[src/logic/srnv_pkg.sv]
// Package of constants and types for the non-volatile status register one block.
package srnv_pkg;

  // ----------------------------------------------------------------------
  // Command opcodes
  // ----------------------------------------------------------------------
  localparam logic [7:0] OPC_READ_ANY_REG  = 8'h65;
  localparam logic [7:0] OPC_WRITE_ANY_REG = 8'h71;

  // ----------------------------------------------------------------------
  // Register addresses carried by the any-register commands
  // ----------------------------------------------------------------------
  localparam int          REG_ADDR_W       = 24;
  localparam logic [23:0] ADDR_STATUS_NV   = 24'h000000;
  localparam logic [23:0] ADDR_CONFIG_NV   = 24'h000002;
  localparam logic [23:0] ADDR_STATUS_VOL  = 24'h800000;
  localparam logic [23:0] ADDR_CONFIG_VOL  = 24'h800002;

  // ----------------------------------------------------------------------
  // Field positions of status register one
  // ----------------------------------------------------------------------
  localparam int LOCK_BIT = 7;
  localparam int PERR_BIT = 6;
  localparam int EERR_BIT = 5;
  localparam int BP_HI    = 4;
  localparam int BP_LO    = 2;
  localparam int WEL_BIT  = 1;
  localparam int WIP_BIT  = 0;

  // ----------------------------------------------------------------------
  // Shipped and default values
  // ----------------------------------------------------------------------
  localparam logic       SHIP_LOCK        = 1'b0;
  localparam logic [2:0] SHIP_BP          = 3'h0;
  localparam logic [2:0] BP_ALL_SET       = 3'h7;
  localparam logic       DEF_PROG_ERR     = 1'b0;
  localparam logic       DEF_ERASE_ERR    = 1'b0;
  localparam logic       DEF_WRITE_LATCH  = 1'b0;
  localparam logic       DEF_BUSY_FLAG    = 1'b0;

  // ----------------------------------------------------------------------
  // Timing of a non-volatile cell program at the 40 MHz clock
  // ----------------------------------------------------------------------
  localparam int CLK_FREQ_KHZ     = 40000;
  localparam int NV_PROG_TIME_NS  = 1000;
  localparam int NV_PROG_CYCLES   = (NV_PROG_TIME_NS * CLK_FREQ_KHZ + 999999) / 1000000;
  localparam int ARRAY_ADDR_W     = 27;

  // ----------------------------------------------------------------------
  // Carrier types and states
  // ----------------------------------------------------------------------
  typedef struct packed {
    logic [7:0]  opcode;
    logic [23:0] addr;
    logic [7:0]  data;
  } srnv_cmd_t;

  typedef struct packed {
    logic                    is_bulk;
    logic [ARRAY_ADDR_W-1:0] addr;
  } srnv_array_req_t;

  typedef enum logic [0:0] {NV_IDLE, NV_PROG} srnv_nv_state_t;

endpackage : srnv_pkg

[src/logic/srnv_prot_range.sv]
// Block-protection range check for array program and erase requests.
`timescale 1ns/1ps
module srnv_prot_range #(
  parameter int AW = 27
) (
  // Active protection field and request
  input  wire logic [2:0]    i_bp,
  input  wire logic          i_is_bulk,
  input  wire logic [AW-1:0] i_addr,
  // Verdict
  output logic               o_reject
);

  logic [AW-1:0] top_mask;
  logic          in_range;

  // Protected area is the top 1/2^(7-bp) of the array for bp of one to seven; bp of zero protects nothing, bp of seven covers it all.
  function automatic logic [AW-1:0] range_mask(input logic [2:0] bp);
    logic [AW-1:0] m;
    m = '0;
    for (int k = 0; k < 7; k++)
    begin
      if (k < (7 - int'(bp)))
      begin
        m[AW-1-k] = 1'b1;
      end
    end
    return m;
  endfunction : range_mask

  assign top_mask = range_mask(i_bp);
  assign in_range = (i_bp != 3'h0) && ((i_addr & top_mask) == top_mask);
  // Bulk erase needs every active bit clear; others only need to miss the range.
  assign o_reject = i_is_bulk ? (i_bp != 3'h0) : in_range;

endmodule : srnv_prot_range

[src/logic/srnv_status_nv.sv]
// Non-volatile status register one with write lock, block protection and volatile copy.
`timescale 1ns/1ps
module srnv_status_nv #(
  parameter int PROG_CYCLES = srnv_pkg::NV_PROG_CYCLES,
  parameter int AW          = srnv_pkg::ARRAY_ADDR_W
) (
  // Clock and reset
  input  wire logic                     i_clk,
  input  wire logic                     i_rst,
  input  wire logic                     i_soft_reset,
  // Register command from the command decoder
  input  wire logic                     i_cmd_valid,
  input  wire srnv_pkg::srnv_cmd_t      i_cmd,
  // State of the surrounding device
  input  wire logic                     i_write_enable_latch,
  input  wire logic                     i_operation_busy_flag,
  input  wire logic                     i_block_prot_volatile_select,
  input  wire logic                     i_write_protect_n,
  // Error events and clear
  input  wire logic                     i_prog_err_set,
  input  wire logic                     i_erase_err_set,
  input  wire logic                     i_clear_status,
  // Array program and erase requests
  input  wire logic                     i_array_valid,
  input  wire srnv_pkg::srnv_array_req_t i_array_req,
  // Register command answers
  output logic                          o_rd_valid,
  output logic [7:0]                    o_rd_data,
  output logic                          o_wr_done,
  output logic                          o_wr_ignored,
  output logic                          o_cfg_wr_allow,
  output logic                          o_other_wr_allow,
  // Array request answers
  output logic                          o_array_grant,
  output logic                          o_array_reject,
  // Register state
  output logic                          o_nv_busy,
  output logic                          o_hw_protected,
  output logic [2:0]                    o_bp_active,
  output logic [7:0]                    o_status_one_nonvolatile,
  output logic [7:0]                    o_status_one_volatile
);
  import srnv_pkg::*;

  // ----------------------------------------------------------------------
  // Storage
  // ----------------------------------------------------------------------
  logic           status_write_lock_nv;
  logic [2:0]     block_prot_nv;
  logic           status_write_lock_copy;
  logic [2:0]     block_prot_vol;
  logic           prog_err_flag;
  logic           erase_err_flag;
  srnv_nv_state_t nv_state;
  logic [15:0]    prog_count;
  logic           pend_lock;
  logic [2:0]     pend_bp;
  logic           pend_copy_bp;
  logic           wp_n_sync;

  // ----------------------------------------------------------------------
  // Pin synchronisation and submodules
  // ----------------------------------------------------------------------
  // The write-protect pin is asynchronous to the clock.
  srnv_sync2 #(
    .W       (1)
  ) u_wp_sync (
    .i_clk   (i_clk),
    .i_rst   (i_rst),
    .i_async (i_write_protect_n),
    .o_sync  (wp_n_sync)
  );

  logic range_reject;

  srnv_prot_range #(
    .AW        (AW)
  ) u_prot (
    .i_bp      (o_bp_active),
    .i_is_bulk (i_array_req.is_bulk),
    .i_addr    (i_array_req.addr),
    .o_reject  (range_reject)
  );

  // ----------------------------------------------------------------------
  // Command decode
  // ----------------------------------------------------------------------
  wire is_read     = i_cmd_valid && (i_cmd.opcode == OPC_READ_ANY_REG);
  wire is_write    = i_cmd_valid && (i_cmd.opcode == OPC_WRITE_ANY_REG);
  wire tgt_stat_nv = (i_cmd.addr == ADDR_STATUS_NV);
  wire tgt_stat_v  = (i_cmd.addr == ADDR_STATUS_VOL);
  wire tgt_cfg     = (i_cmd.addr == ADDR_CONFIG_NV) || (i_cmd.addr == ADDR_CONFIG_VOL);
  wire tgt_locked  = tgt_stat_nv || tgt_stat_v || tgt_cfg;
  wire vol_mode    = i_block_prot_volatile_select;
  wire nv_idle     = (nv_state == NV_IDLE);

  // Lock set and pin low: protected; pin high or lock clear: writes pass.
  wire hw_protect  = status_write_lock_nv && !wp_n_sync;

  // Only the four status and configuration registers are gated by the pin.
  wire blocked     = hw_protect && tgt_locked;

  // A status or configuration write needs the latch set and no non-volatile program under way, since
  // overlapping programs would leave the cell value undefined.
  wire wr_ok       = is_write && i_write_enable_latch && nv_idle && !blocked;

  wire wr_stat_nv  = wr_ok && tgt_stat_nv;
  wire wr_stat_v   = wr_ok && tgt_stat_v;
  wire wr_cfg      = wr_ok && tgt_cfg;
  wire wr_other    = is_write && !tgt_locked && i_write_enable_latch;
  wire wr_refused  = is_write && tgt_locked && !wr_ok;

  // In volatile mode the non-volatile protection bits must read all ones.
  wire need_bp_set = vol_mode && (block_prot_nv != BP_ALL_SET) && nv_idle
                     && !wr_stat_nv;

  // Non-volatile write: in volatile mode the protection field is refused.
  wire [2:0] wr_bp = vol_mode ? block_prot_nv : i_cmd.data[BP_HI:BP_LO];

  // ----------------------------------------------------------------------
  // Register images
  // ----------------------------------------------------------------------
  // Read-only default bits come from constants, so no write can reach them.
  wire [7:0] image_nv = {status_write_lock_nv,
                         DEF_PROG_ERR,
                         DEF_ERASE_ERR,
                         block_prot_nv,
                         DEF_WRITE_LATCH,
                         DEF_BUSY_FLAG};

  wire [7:0] image_v  = {status_write_lock_copy,
                         prog_err_flag,
                         erase_err_flag,
                         block_prot_vol,
                         i_write_enable_latch,
                         i_operation_busy_flag | !nv_idle};

  // The copy that governs protection depends on the configuration bit.
  assign o_bp_active    = vol_mode ? block_prot_vol : block_prot_nv;
  assign o_hw_protected = hw_protect;
  assign o_nv_busy      = !nv_idle;
  assign o_status_one_nonvolatile = image_nv;
  assign o_status_one_volatile    = image_v;

  // ----------------------------------------------------------------------
  // Non-volatile program sequencer
  // ----------------------------------------------------------------------
  wire prog_end = (nv_state == NV_PROG) && (prog_count == 16'h0000);

  // A program holds the new value aside and commits it after the cell time.
  always_ff @(posedge i_clk or posedge i_rst)
  begin
    if (i_rst)
    begin
      nv_state     <= NV_IDLE;
      prog_count   <= 16'h0000;
      pend_lock    <= SHIP_LOCK;
      pend_bp      <= SHIP_BP;
      pend_copy_bp <= 1'b0;
    end
    else
    begin
      unique case (nv_state)
        NV_IDLE:
        begin
          if (wr_stat_nv)
          begin
            nv_state     <= NV_PROG;
            prog_count   <= 16'(PROG_CYCLES - 1);
            pend_lock    <= i_cmd.data[LOCK_BIT];
            pend_bp      <= wr_bp;
            pend_copy_bp <= !vol_mode;
          end
          else if (need_bp_set)
          begin
            nv_state     <= NV_PROG;
            prog_count   <= 16'(PROG_CYCLES - 1);
            pend_lock    <= status_write_lock_nv;
            pend_bp      <= BP_ALL_SET;
            pend_copy_bp <= 1'b0;
          end
        end
        NV_PROG:
        begin
          if (prog_end)
          begin
            nv_state <= NV_IDLE;
          end
          else
          begin
            prog_count <= prog_count - 16'h0001;
          end
        end
      endcase
    end
  end

  // ----------------------------------------------------------------------
  // Non-volatile cells and lock mirror
  // ----------------------------------------------------------------------
  // The hard reset stands for a fresh shipped part; soft reset keeps the cells.
  always_ff @(posedge i_clk or posedge i_rst)
  begin
    if (i_rst)
    begin
      status_write_lock_nv   <= SHIP_LOCK;
      block_prot_nv          <= SHIP_BP;
      status_write_lock_copy <= SHIP_LOCK;
    end
    else if (prog_end)
    begin
      status_write_lock_nv   <= pend_lock;
      block_prot_nv          <= pend_bp;
      status_write_lock_copy <= pend_lock;
    end
    else if (i_soft_reset)
    begin
      status_write_lock_copy <= status_write_lock_nv;
    end
  end

  // ----------------------------------------------------------------------
  // Volatile protection bits
  // ----------------------------------------------------------------------
  // In non-volatile mode the volatile bits only follow the cells; in volatile
  // mode a write to the volatile register changes them at once.
  always_ff @(posedge i_clk or posedge i_rst)
  begin
    if (i_rst)
    begin
      block_prot_vol <= SHIP_BP;
    end
    else if (i_soft_reset)
    begin
      block_prot_vol <= block_prot_nv;
    end
    else if (prog_end && pend_copy_bp)
    begin
      block_prot_vol <= pend_bp;
    end
    else if (wr_stat_v && vol_mode)
    begin
      block_prot_vol <= i_cmd.data[BP_HI:BP_LO];
    end
  end

  // ----------------------------------------------------------------------
  // Volatile error flags
  // ----------------------------------------------------------------------
  // A set arriving with a clear wins, so no error is lost; reset reloads the
  // defaults held in the non-volatile read-only bits.
  always_ff @(posedge i_clk or posedge i_rst)
  begin
    if (i_rst)
    begin
      prog_err_flag  <= DEF_PROG_ERR;
      erase_err_flag <= DEF_ERASE_ERR;
    end
    else if (i_soft_reset)
    begin
      prog_err_flag  <= DEF_PROG_ERR;
      erase_err_flag <= DEF_ERASE_ERR;
    end
    else
    begin
      prog_err_flag  <= i_prog_err_set  || (prog_err_flag  && !i_clear_status);
      erase_err_flag <= i_erase_err_set || (erase_err_flag && !i_clear_status);
    end
  end

  // ----------------------------------------------------------------------
  // Command answers
  // ----------------------------------------------------------------------
  // Answers are registered one cycle after the command is taken.
  always_ff @(posedge i_clk or posedge i_rst)
  begin
    if (i_rst)
    begin
      o_rd_valid       <= 1'b0;
      o_rd_data        <= 8'h00;
      o_wr_done        <= 1'b0;
      o_wr_ignored     <= 1'b0;
      o_cfg_wr_allow   <= 1'b0;
      o_other_wr_allow <= 1'b0;
    end
    else
    begin
      o_rd_valid       <= is_read && (tgt_stat_nv || tgt_stat_v);
      o_rd_data        <= tgt_stat_nv ? image_nv : image_v;
      o_wr_done        <= wr_stat_v;
      o_wr_ignored     <= wr_refused;
      o_cfg_wr_allow   <= wr_cfg;
      o_other_wr_allow <= wr_other;
    end
  end

  // ----------------------------------------------------------------------
  // Array request verdict
  // ----------------------------------------------------------------------
  // The verdict uses the protection copy in force at the request cycle.
  always_ff @(posedge i_clk or posedge i_rst)
  begin
    if (i_rst)
    begin
      o_array_grant  <= 1'b0;
      o_array_reject <= 1'b0;
    end
    else
    begin
      o_array_grant  <= i_array_valid && !range_reject;
      o_array_reject <= i_array_valid && range_reject;
    end
  end

  // ----------------------------------------------------------------------
  // Completion of a non-volatile write
  // ----------------------------------------------------------------------
  // Completion of a non-volatile write is reported by the busy output falling;
  // the flag here stands high from the write being taken to the program end and drives no output.
  logic prog_done_user;

  always_ff @(posedge i_clk or posedge i_rst)
  begin
    if (i_rst)
    begin
      prog_done_user <= 1'b0;
    end
    else if (wr_stat_nv)
    begin
      prog_done_user <= 1'b1;
    end
    else if (prog_end)
    begin
      prog_done_user <= 1'b0;
    end
  end

endmodule : srnv_status_nv

[src/logic/srnv_sync2.sv]
// Two flip-flop synchroniser for levels arriving from outside the clock domain.
`timescale 1ns/1ps
module srnv_sync2 #(
  parameter int W = 1
) (
  // Clock and reset
  input  wire logic         i_clk,
  input  wire logic         i_rst,
  // Asynchronous level in, synchronised level out
  input  wire logic [W-1:0] i_async,
  output logic      [W-1:0] o_sync
);

  logic [W-1:0] meta;

  // The first stage is read only by the second stage, never by logic.
  always_ff @(posedge i_clk or posedge i_rst)
  begin
    if (i_rst)
    begin
      meta   <= '1;
      o_sync <= '1;
    end
    else
    begin
      meta   <= i_async;
      o_sync <= meta;
    end
  end

endmodule : srnv_sync2

[config.mk]
export PLATFORM = sky130hd
export DESIGN_NAME = srnv_status_nv
export DESIGN_NICKNAME = d
export VERILOG_FILES = /design/src/logic/srnv_pkg.sv /design/src/logic/srnv_prot_range.sv /design/src/logic/srnv_status_nv.sv /design/src/logic/srnv_sync2.sv
export SDC_FILE = /design/constraint.sdc
export NUM_CORES = 1
export LEC_CHECK = 0
export BUFFER_PORTS_ARGS = -buffer_cell sky130_fd_sc_hd__buf_2
export CAP_MARGIN = 10
export CORE_AREA = 4 4 83 77
export CTS_CLUSTER_DIAMETER = 100
export CTS_CLUSTER_SIZE = 40
export DETAILED_ROUTE_END_ITERATION = 7
export DIE_AREA = 0 0 87 81
export PLACE_DENSITY = 0.75
export SYNTH_ARGS = -nofsm -noshare
export SYNTH_HDL_FRONTEND = slang
export SYNTH_SLANG_ARGS = --single-unit
[constraint.sdc]
create_clock -name i_clk -period 2.5 [get_ports i_clk]
set_input_delay 0.125 -clock i_clk [delete_from_list [all_inputs] [get_ports i_clk]]
set_output_delay 0.125 -clock i_clk [all_outputs]
set_load 0.01 [all_outputs]
After elaboration in Yosys (flattened, before gate mapping)
Cells that the tools add are included.
- div/mod/pow operators: 0
- order comparisons: 7
- $mul: 0
- add/subtract/negate cells: 2
- eq/ne operators: 9
- reduce and logical (&&, ||, !) cells: 47
- bitwise logic cells: 3
- shift-type cells: 0
- muxes and demuxes: 32
- operators with widths (cell ; number):
    $eq 24x24->1 const B ; 2
    $mux 16 ; 3
    $pmux 16 s2 ; 1
    $and 27x27->27 ; 1
    $eq 27x27->1 ; 1
    $logic_and 1x1->1 ; 26
    $eq 24x2->1 const B ; 1
    $logic_not 24->1 ; 1
    $mux 3 ; 7
    $mux 1 ; 19
    $eq 8x7->1 const B ; 2
    $logic_not 16->1 ; 1
    $sub 16x1->16 const B ; 1
    $lt 4x4->1 const A ; 3
    $logic_not 1->1 ; 8
    $lt 3x4->1 const A ; 2
    $mux 8 ; 1
    $reduce_bool 3->1 ; 2
    $logic_or 1x1->1 ; 5
    $lt 1x4->1 const A ; 1
    $lt 2x4->1 const A ; 1
    $reduce_and 2->1 ; 2
    $reduce_bool 2->1 ; 2
    $sub 3x3->4 const A ; 1
    other kinds (6) ; 6
- bits in read-only memories: 0
- output and inout port bits: 36
- memories: 0
- register bits after elaboration: 49
- word-level logic and storage cells: 121
- latch bits: 0
- bits of input ports: 80
- bits in writable memories: 0

Depth between registers and ports, before layout
Gate-level depths: netlist of the first run.
- depth after elaboration: 12
- depth in mapped cells: 9
- mapped depth without buffers: 8

Hierarchy
From an unflattened synthesis of the first run, not the netlist that was laid out.
- cells, all modules: 248
- area total of the unflattened synthesis: 2546.2 um^2
- by module, submodules not included (module ; times used ; cells an instance ; seq. area each (um^2) ; area an instance (um^2)):
    srnv_status_nv ; 1 ; 234 ; 1176.1 ; 2429.8
    srnv_prot_range ; 1 ; 11 ; 0.0 ; 60.1
    srnv_sync2 ; 1 ; 3 ; 52.6 ; 56.3

Worst setup path after synthesis of the first run
No wires, ideal clock.
- kind: register to register
- from: register status_write_lock_nv
- to: register prog_count[9]
- data required time: 2.381 ns
- stages on the path, launching flop included: 8
- path slack: 0.346 ns
- buffers on the path: 1
- arrival time: 2.035 ns
- library setup time: 0.119 ns
- clock period less this slack: 2.154 ns
- cells stage by stage: dfrtp_1 -> nor2b_1 -> or3b_2 -> nor4_4 -> or3_4 -> buf_6 -> a31oi_1 -> o21a_1
- longest elaborated chain between the ends: 9
- elaborated cells on any way between the ends: 11
- those cells by class: eq/ne (1); mux (2); reduce/logical (8)
- ends and longest elaborated chain (item ; line ; RTL):
    start, declared ; srnv_status_nv.sv:48 ; logic status_write_lock_nv;
    start signal, assigned ; srnv_status_nv.sv:212 ; status_write_lock_nv <= pend_lock;
    $logic_and 1x1->1 * ; srnv_status_nv.sv:98 ; wire hw_protect = status_write_lock_nv && !wp_n_sync;
    named net o_hw_protected ; srnv_status_nv.sv:38 ; output logic o_hw_protected,
    $logic_and 1x1->1 * ; srnv_status_nv.sv:101 ; wire blocked = hw_protect && tgt_locked;
    $logic_not 1->1 * ; srnv_status_nv.sv:105 ; wire wr_ok = is_write && i_write_enable_latch && nv_idle && !blocked;
    $logic_and 1x1->1 * ; srnv_status_nv.sv:105 ;
    $logic_and 1x1->1 * ; srnv_status_nv.sv:107 ; wire wr_stat_nv = wr_ok && tgt_stat_nv;
    $logic_not 1->1 ; srnv_status_nv.sv:115 ; && !wr_stat_nv;
    $logic_and 1x1->1 ; srnv_status_nv.sv:115 ;
    $ne 3x1->1 (no line) ; - ;
    $reduce_and 2->1 (no line) ; - ;
    end signal, assigned ; srnv_status_nv.sv:169 ; prog_count <= 16'(PROG_CYCLES - 1);
    end signal, assigned ; srnv_status_nv.sv:177 ; prog_count <= 16'(PROG_CYCLES - 1);
    end signal, assigned ; srnv_status_nv.sv:191 ; prog_count <= prog_count - 16'h0001;
    end, declared ; srnv_status_nv.sv:55 ; logic [15:0] prog_count;
Mark *: on every way through the listed nets, which the timed path passes. The rest lies on a longest branch.
A chain may end at the register's enable or synchronous reset.

Final worst setup path of the first run
- from: register prog_count[6]
- to: register prog_count[9]
- longest elaborated chain between the ends: 4
- elaborated cells on any way between the ends: 7
- those cells by class: add/sub (1); eq/ne (1); mux (2); reduce/logical (3)
- ends and longest elaborated chain (item):
    parallel branches: the longest is 4 deep, another holds $sub 16x1->16
Several ways; the timed one is not identified. The select of a mux whose other input is x is not followed.

==> results of run 1 <==
## power groups by stage
stage	Combinational [uW]	Sequential [uW]	Clock [uW]
floorplan	619	1160	0
global placement	872	1150	0
detailed placement	898	1160	0
CTS	907	1150	687
global route	1010	1170	724
finish	897	1150	678
## cells by family after synthesis
family                   Yosys count  share of synthesized area
flip-flops                        49                      0.499
multiplexers                      18                     0.0782
AO/OA/AOI/OAI                     33                     0.0924
AND/OR/NAND/NOR                  103                      0.235
other                              1                    0.00152
XOR/XNOR                           9                     0.0320
adder cells (fa/ha/maj)            1                    0.00508
buffers and inverters             26                     0.0574
## metrics by stage
step	hold slack, ns	total power [uW]	area, um2	cells	utilization
after floorplan	0.129	1780	2470	243	-
after global placement	0.237	2030	2940	391	0.528
after detailed placement	0.235	2060	2940	391	0.528
after CTS	0.0296	2740	3100	401	0.556
after global routing	0.0325	2900	3100	401	0.556
final	0.0340	2730	3100	401	0.556
## layer usage
layer	global-route usage	routed length [um]	vias to the layer above
li1	-	-	1014
met1	0.227	2540	977
met2	0.259	2790	76
met3	0.0325	374	2
met4	0.0576	54	0
met5	0	0	-
## cell type report
cell class	count	area, um2	share of cell area
clock buffer	5	68.8	0.0222
clock inverter	3	68.8	0.0222
inverter	13	48.8	0.0158
multi-input combinational	168	1100	0.357
sequential	49	1230	0.397
tap	70	87.6	0.0283
timing repair buffer	93	488	0.158
## sequential cells by signal, summed over array words and instances (netlist names), 3 cells and up
name            count
block_prot_nv       3
block_prot_vol      3
prog_count         16
pend_bp             3
o_rd_data           8
## worst register-to-register path, stage by stage (launching register included)
cell	delay [ns]
dfrtp_1	0.46
nor4_4	0.44
nand3_2	0.17
o21a_4	0.26
or3_4	0.46
and4_1	0.22
o21a_1	0.17
## Yosys cell counts, drive strengths merged, types with 3 or more instances
cell type  number  area [um2]
buf            12        88.8
nand2          22        82.6
inv            13        48.8
dfrtp          47        1180
o21a            4        37.5
and3            3        18.8
a21oi          13        68.8
o21ai           4        20.0
nor4           10        92.6
nand4           5        31.3
nor3            8        40.0
nor2b           7        43.8
nand3           4        25.0
mux2           10         113
xor2            7        61.3
or2             4        25.0
o221ai          4        35.0
nor2           25        93.8
mux2i           8        80.1
## worst min path at each step
stage | slack [ns] | startpoint | depth (start not counted) | to
2_1_floorplan | 0.13 | i_write_protect_n | 0 | u_wp_sync.meta
3_3_place_gp | 0.24 | i_write_protect_n | 1 | u_wp_sync.meta
3_5_place_dp | 0.24 | i_write_protect_n | 1 | u_wp_sync.meta
4_1_cts | 0.03 | i_array_valid | 2 | o_array_reject
5_1_grt | 0.03 | i_array_valid | 2 | o_array_reject
6_report | 0.03 | i_array_valid | 2 | o_array_reject
## what timing repair did
action	in CTS	in global routing
gates resized for setup	0	0
endpoints found under the setup margin	0	0
hold endpoints to repair	2	0
hold buffers	2	0
==> out/results.txt, run 1 <==
First-pass GRT wire length - 9.02 mm
Mapped Cells - 240
Area Overhead vs Synth - 25.6%
Initial antenna violation count - 0
Netlist cell types - 47
Switching fraction of total power - 0.344
Final HPWL DP - 4.39 mm
CTS tree - done
Pre-antenna DRT Iters - 4
Crit. Startpoint - prog_count[6]
Commonest non-fill, non-tap cells in the layout - buf_2 (86), dfrtp_1 (47), nor2_1 (25)
Final Critical Period - 2.29 ns
Clk buf depth - 2
Number of max-cap violations - 0
1st-iter DRT viols - 83
Slowest cell delay on critical path - 0.46 ns
Status - finished, final reports clean
DR WL/cell - 14.4 um
Final setup violation count - 0
RSZ-0062 raised after global routing - no
Logic pwr share - 0.329
Fillers - 483
Placer Congestion - 0.760
Count of final hold-check violations - 0
Ratio of final minimum period to clock period - 0.916
Startpoint Class - flop
Total CTS buffers - 5
Total gr overflow - 0
Vias in the first global route - 1932
Crit path depth - 6
Die Area - 0.00705 mm2
Max IR drop VDD - 406 uV
Synth Cell Area - 0.00246 mm2
Post-synth ARST share - 1.00
Crit. End Element - flop
EDFF count, synth - 0
Ant diodes - 0
Normalized max-slew margin - 0.338
Height of the die - 81 um
Post-synthesis sequential area ratio - 0.499
Register-to-Register Setup Slack - 0.21 ns
TNS Setup - 0 ns
Slew Limit Fails - 0
Skew-Pair Late Insertion Delay - 0.31 ns
Power Internal - 1790 uW
#FFs+latches synth - 49
Leak - 0.00156 uW
CP delay by family, top - simple AND/OR/NAND/NOR gates
Crit path buffers/inverters - 0
Clock root buffer master - clkbuf_8
Worst Path Max Fanout - 12
Post-route ant nets - 0
HP Class - input pin to flop
FF-to-FF path depth - 6
Pre-CTS setup slack - 0.234 ns
WP data required - 2.70 ns
DRT Wirelength - 5.76 mm
Vias per cell - 5.16
Synth warn - 0
Final nets - 411
CTS clk-pin slew, worst paths - 0.09 ns
Worst slew pin tran - 0.991 ns
Critical path type - flop to flop
Critical Path Sink - prog_count[9]
Row cnt - 26
Largest net degree at the start of global routing - 50
Clock sinks - 49
Crit-path cells - nor4_4, nand3_2, o21a_4, or3_4, and4_1, o21a_1
Crit-path slowest cell - dfrtp_1
Via count - 2069
Reg power frac - 0.422
Overall routing resource usage - 0.165
Top FF cell, synth - dfrtp_1
Layout cell share with drive strength beyond 1 - 0.372
FMAX - 437 MHz
Post-CTS Setup Repair Bufs - 0
PortBufs - 86
CORE AREA - 0.00556 mm2
RR Startpoint - prog_count[6]
Reg-to-Reg End - prog_count[9]
Die W - 87 um
Sw Pwr - 939 uW
PwrDens - 881 mW/mm2
H-tree depth - 2
Worst Skew - 0.00941 ns
Syn Area/Cell - 10.3 um2
Min setup slack post-route - 0.211 ns
Most common cell after layout, fill and taps aside - buf_2
DR DRC count - 0
Num ports - 116
Starting density of the core - 0.443
Clk pwr share - 0.249
Worst EP arrival - 2.49 ns
(Power assumes the default switching activity.)
==> run 2, diff against run 1 <==
Settings changed: CELL_PAD_IN_SITES_DETAIL_PLACEMENT set to 0, CELL_PAD_IN_SITES_GLOBAL_PLACEMENT set to 1, CORE_AREA 4 4 83 77 to 4 4 95 88, CTS_CLUSTER_DIAMETER 100 to not set, DIE_AREA 0 0 87 81 to 0 0 99 92, PLACE_DENSITY 0.75 to 0.77.
==> run 2 against run 1 <==
Global-route usage down 3.3 points. Clock power about the same. Wire length increased by 3.8%. Critical endpoint unchanged. Fmax hardly changed. Clock skew shrank 0.0021 ns. Register-to-register slack is essentially flat. Critical path type unchanged. Highest routed layer unchanged.
==> out/results.txt, run 2 (synthesis gave the netlist of run 1 again) <==
Placed Area - 0.00299 mm2
Worst EP arrival - 2.49 ns
Area Overhead vs Synth - 28.3%
Final nets - 415
Number of max-cap violations - 0
CTS tree - done
FMAX - 437 MHz
CORE AREA - 0.00739 mm2
Final HPWL DP - 4.65 mm
Critical path type - flop to flop
Register-to-Register Setup Slack - 0.21 ns
Register name with the most flops - prog_count
Starting density of the core - 0.333
Die Area - 0.00911 mm2
Clk pwr share - 0.246
Worst Path Max Fanout - 12
Post-CTS Setup Repair Bufs - 0
Ant diodes - 0
Vias in the first global route - 2015
Via count - 2092
Final setup violation count - 0
Slowest cell delay on critical path - 0.47 ns
Min setup slack post-route - 0.209 ns
RSZ-0062 raised after global routing - no
RR Startpoint - prog_count[0]
WP data required - 2.70 ns
Largest net degree at the start of global routing - 21
Final Hold Slack - 0.0287 ns
Crit-path slowest cell - or3_4
Post-route ant nets - 0
TNS Setup - 0 ns
Sw Pwr - 956 uW
Total power - 2760 uW
Row cnt - 30
Clk buf depth - 2
Final Critical Period - 2.29 ns
Reg power frac - 0.414
Pre-CTS setup slack - 0.214 ns
Biggest regs - prog_count (16), o_rd_data (8)
Fillers - 734
Worst Skew - 0.00729 ns
Skew-Pair Late Insertion Delay - 0.31 ns
Status - finished, final reports clean
Pre-antenna DRT Iters - 4
Clock sinks - 49
Max IR drop VDD - 356 uV
Crit. Startpoint - prog_count[0]
Overall routing resource usage - 0.132
Critical Path Sink - prog_count[9]
Clock root buffer master - clkbuf_8
Slew Limit Fails - 0
Num ports - 116
Initial antenna violation count - 0
1st-iter DRT viols - 53
Total gr overflow - 0
PwrDens - 875 mW/mm2
Commonest non-fill, non-tap cells in the layout - buf_2 (86), dfrtp_1 (47), nor2_1 (25)
Crit-path cells - inv_1, ha_1, nor3b_1, nand2_1, o21a_4, or3_4, and4_1, o21a_1
Crit path buffers/inverters - 1
Reg-to-Reg End - prog_count[9]
First-pass GRT wire length - 9.76 mm
Max reg flops - 16
Vias per cell - 4.85
Most common cell after layout, fill and taps aside - buf_2
HP Class - input pin to flop
Leak - 0.00158 uW
DRT Wirelength - 5.98 mm
Cts-stage hold buffer count - 3
Switching fraction of total power - 0.346
Post-route cell area - 0.00316 mm2
Logic pwr share - 0.339
Crit. End Element - flop
Placer Congestion - 0.748
Power Internal - 1810 uW
DR DRC count - 0
Height of the die - 92 um
Die W - 99 um
PortBufs - 86
Startpoint Class - flop
Total CTS buffers - 5
FF-to-FF path depth - 8
CP delay by family, top - simple AND/OR/NAND/NOR gates
Count of final hold-check violations - 0
Ratio of final minimum period to clock period - 0.916
DR WL/cell - 13.9 um
Crit path depth - 8
Post-CTS Resized - 0
H-tree depth - 2
Layout cell share with drive strength beyond 1 - 0.376
CTS clk-pin slew, worst paths - 0.09 ns
## run 2: changes by cell type in the layout (fill, tap and decap cells not counted)
| cell | previous run | this run |
|---|---|---|
| dlygate4sd3_1 | 2 | 3 |
| buf_4 | 5 | 8 |
## run 2: area by class of cell
| type | instances | area [um2] | area share |
|---|---|---|---|
| clock buffer | 5 | 68.8 | 0.0218 |
| clock inverter | 3 | 68.8 | 0.0218 |
| inverter | 13 | 48.8 | 0.0154 |
| multi-input combinational | 168 | 1100 | 0.350 |
| sequential | 49 | 1230 | 0.389 |
| tap | 96 | 120 | 0.0380 |
| timing repair buffer | 97 | 520 | 0.165 |
## run 2: how the worst min path moves through the flow
stage	from	end	slack, ns	cells past startpoint
6_report	i_array_valid	o_array_reject	0.03	2
5_1_grt	i_array_valid	o_array_reject	0.03	2
3_3_place_gp	i_rst	prog_count[1]	0.15	2
2_1_floorplan	i_write_protect_n	u_wp_sync.meta	0.13	0
4_1_cts	i_array_valid	o_array_reject	0.02	2
3_5_place_dp	i_rst	prog_count[1]	0.15	2
## run 2: per-stage QoR
| step | utilization | instances |
|---|---|---|
| floorplan | - | 243 |
| global placement | 0.405 | 420 |
| detailed placement | 0.405 | 420 |
| CTS | 0.427 | 431 |
| global route | 0.427 | 431 |
| finish | 0.427 | 431 |
## run 2: power by group through the flow
stage | clock [uW] | sequential (uW) | combinational [uW]
detailed placement | 0 | 1160 | 940
global placement | 0 | 1160 | 915
floorplan | 0 | 1160 | 619
global route | 736 | 1170 | 1050
CTS | 704 | 1150 | 951
finish | 681 | 1150 | 937
## run 2: worst reg2reg max path: cells and delay by family, from the launching register on
kind | cells | cell delay, ns
AND/OR/NAND/NOR | 4 | 1.13
AO/OA/AOI/OAI | 2 | 0.42
flip-flops | 1 | 0.42
adder cells (fa/ha/maj) | 1 | 0.15
buffers and inverters | 1 | 0.07
## run 2: metal layers
layer | up-vias | track usage | share of wire
met5 | - | 0 | 0
met3 | 4 | 0.0236 | 0.050
met2 | 51 | 0.216 | 0.50
met1 | 1015 | 0.179 | 0.44
li1 | 1022 | - | -
met4 | 0 | 0.0341 | 0.0080
==> run 3, diff against run 2 <==
Settings changed: RECOVER_POWER set to 25.
==> run 3 against run 2 <==
First-iteration DRC count fell by 5.7%. Non-clock buffer count did not move. Hold slack got worse by 0.0023 ns. Total power barely moved. Clock power barely moved. Design area fell by 0.40%. Combinational power fell by 0.4%. Wire length rose by 0.40%. Register-to-register slack barely moved. Sequential power barely moved. Fmax barely moved. Utilization fell by 0.17 points. Largest power group unchanged.
==> out/results.txt, run 3 (synthesis gave the netlist of run 1 again) <==
RR Startpoint - prog_count[0]
Most common cell after layout, fill and taps aside - buf_2
Initial antenna violation count - 0
Fillers - 736
Post-Route Utilization - 0.426
Commonest non-fill, non-tap cells in the layout - buf_2 (76), dfrtp_1 (47), nor2_1 (25)
Worst EP arrival - 2.50 ns
Register-to-Register Setup Slack - 0.21 ns
Normalized max-slew margin - 0.502
WP data required - 2.70 ns
PortBufs - 86
Status - finished, final reports clean
Clk buf depth - 2
Clock root buffer master - clkbuf_8
Vias per cell - 4.84
Largest net degree at the start of global routing - 21
DRT Wirelength - 6.00 mm
Switching fraction of total power - 0.347
DR DRC count - 0
Cts-stage hold buffer count - 3
Final setup violation count - 0
Clock sinks - 49
Skew-Pair Late Insertion Delay - 0.31 ns
Total gr overflow - 0
Register name with the most flops - prog_count
Biggest regs - prog_count (16), o_rd_data (8)
First-pass GRT wire length - 9.76 mm
Die W - 99 um
Max IR drop VDD - 357 uV
Sw Pwr - 959 uW
Crit path buffers/inverters - 1
CTS clk-pin slew, worst paths - 0.10 ns
Post-CTS Resized - 0
Met3 Use GR - 0.0236
Vias in the first global route - 2015
Final HPWL DP - 4.65 mm
Area Overhead vs Synth - 27.8%
Worst Skew - 0.00759 ns
Worst slew pin tran - 0.746 ns
Post-CTS Setup Repair Bufs - 0
Most Crowded Layer GR - met2
HP Start - i_array_valid
1st-iter DRT viols - 50
CORE AREA - 0.00739 mm2
Count of final hold-check violations - 0
FMAX - 437 MHz
Power Internal - 1800 uW
Placed Area - 0.00299 mm2
Post-route ant nets - 0
Clk pwr share - 0.247
TNS Setup - 0 ns
CTS tree - done
Pre-antenna DRT Iters - 4
PwrDens - 878 mW/mm2
Row cnt - 30
Logic pwr share - 0.338
Reg power frac - 0.415
DR WL/cell - 13.9 um
Startpoint Class - flop
Num ports - 116
Crit-path cells - inv_1, ha_1, nor3b_1, nand2_1, o21a_4, or3_4, and4_1, o21a_1
Total CTS buffers - 5
H-tree depth - 2
Met2 Track Usage GR - 0.216
Height of the die - 92 um
Final nets - 415
GR Layer Usage met1 - 0.179
CP delay by family, top - simple AND/OR/NAND/NOR gates
Leak - 0.00154 uW
Max reg flops - 16
Post-route cell area - 0.00315 mm2
Starting density of the core - 0.333
Number of max-cap violations - 0
RSZ-0062 raised after global routing - no
Final Critical Period - 2.29 ns
Via count - 2086
Placer Congestion - 0.748
Slowest cell delay on critical path - 0.47 ns
Ratio of final minimum period to clock period - 0.916
Final Hold Slack - 0.0264 ns
HP Class - input pin to flop
Worst Path Max Fanout - 12
Overall routing resource usage - 0.132
Die Area - 0.00911 mm2
Crit. End Element - flop
Critical path type - flop to flop
Crit. Startpoint - prog_count[0]
Crit-path slowest cell - or3_4
Ant diodes - 0
Slew Limit Fails - 0
Layout cell share with drive strength beyond 1 - 0.343
==> run 3: cell count changes in the layout (fill, tap and decap cells not counted) <==
cell	previous run	this run
inv_2	1	0
inv_1	12	13
clkbuf_1	0	10
buf_2	86	76
==> run 3: layout make-up <==
class                   count  area [um2]  area share
flip-flops and latches     49        1230       0.390
multi-input cells         168        1100       0.351
repair buffers             97         508       0.161
well taps                  96         120      0.0382
clock buffers               5        68.8      0.0219
clock inverters             3        68.8      0.0219
inverters                  13        48.8      0.0155
==> run 3: worst register-to-register path, cell delays in order, from the launching register on <==
cell	delay, ns
dfrtp_1	0.42
inv_1	0.07
ha_1	0.15
nor3b_1	0.33
nand2_1	0.11
o21a_4	0.26
or3_4	0.47
and4_1	0.22
o21a_1	0.16
==> run 3: worst paths after layout <==
path,end,cells after the start
worst max-delay path,prog_count[9],8
max in group asynchronous,pend_bp[2],4
worst min-delay path,o_array_reject,2
worst max register to register,prog_count[9],8
worst min register to register,u_wp_sync.o_sync,0
min in group asynchronous,prog_count[1],3
==> run 3: metrics by stage <==
step	cells	setup WS [ns]	power (uW)
finish	431	0.209	2760
global route	431	0.0696	2960
CTS	431	0.201	2800
detailed placement	420	0.214	2100
global placement	420	0.238	2070
floorplan	243	0.346	1780
==> run 3: metal layers <==
| layer | part of all wire | up-vias |
|---|---|---|
| li1 | - | 1020 |
| met1 | 0.45 | 1016 |
| met2 | 0.50 | 46 |
| met3 | 0.045 | 4 |
| met4 | 0.0080 | 0 |
| met5 | 0 | - |
==> run 3: power by group through the flow <==
stage	clock (uW)	combinational, uW	sequential (uW)
floorplan	0	619	1160
global placement	0	915	1160
detailed placement	0	940	1160
CTS	704	951	1150
global route	736	1050	1170
finish	684	933	1150
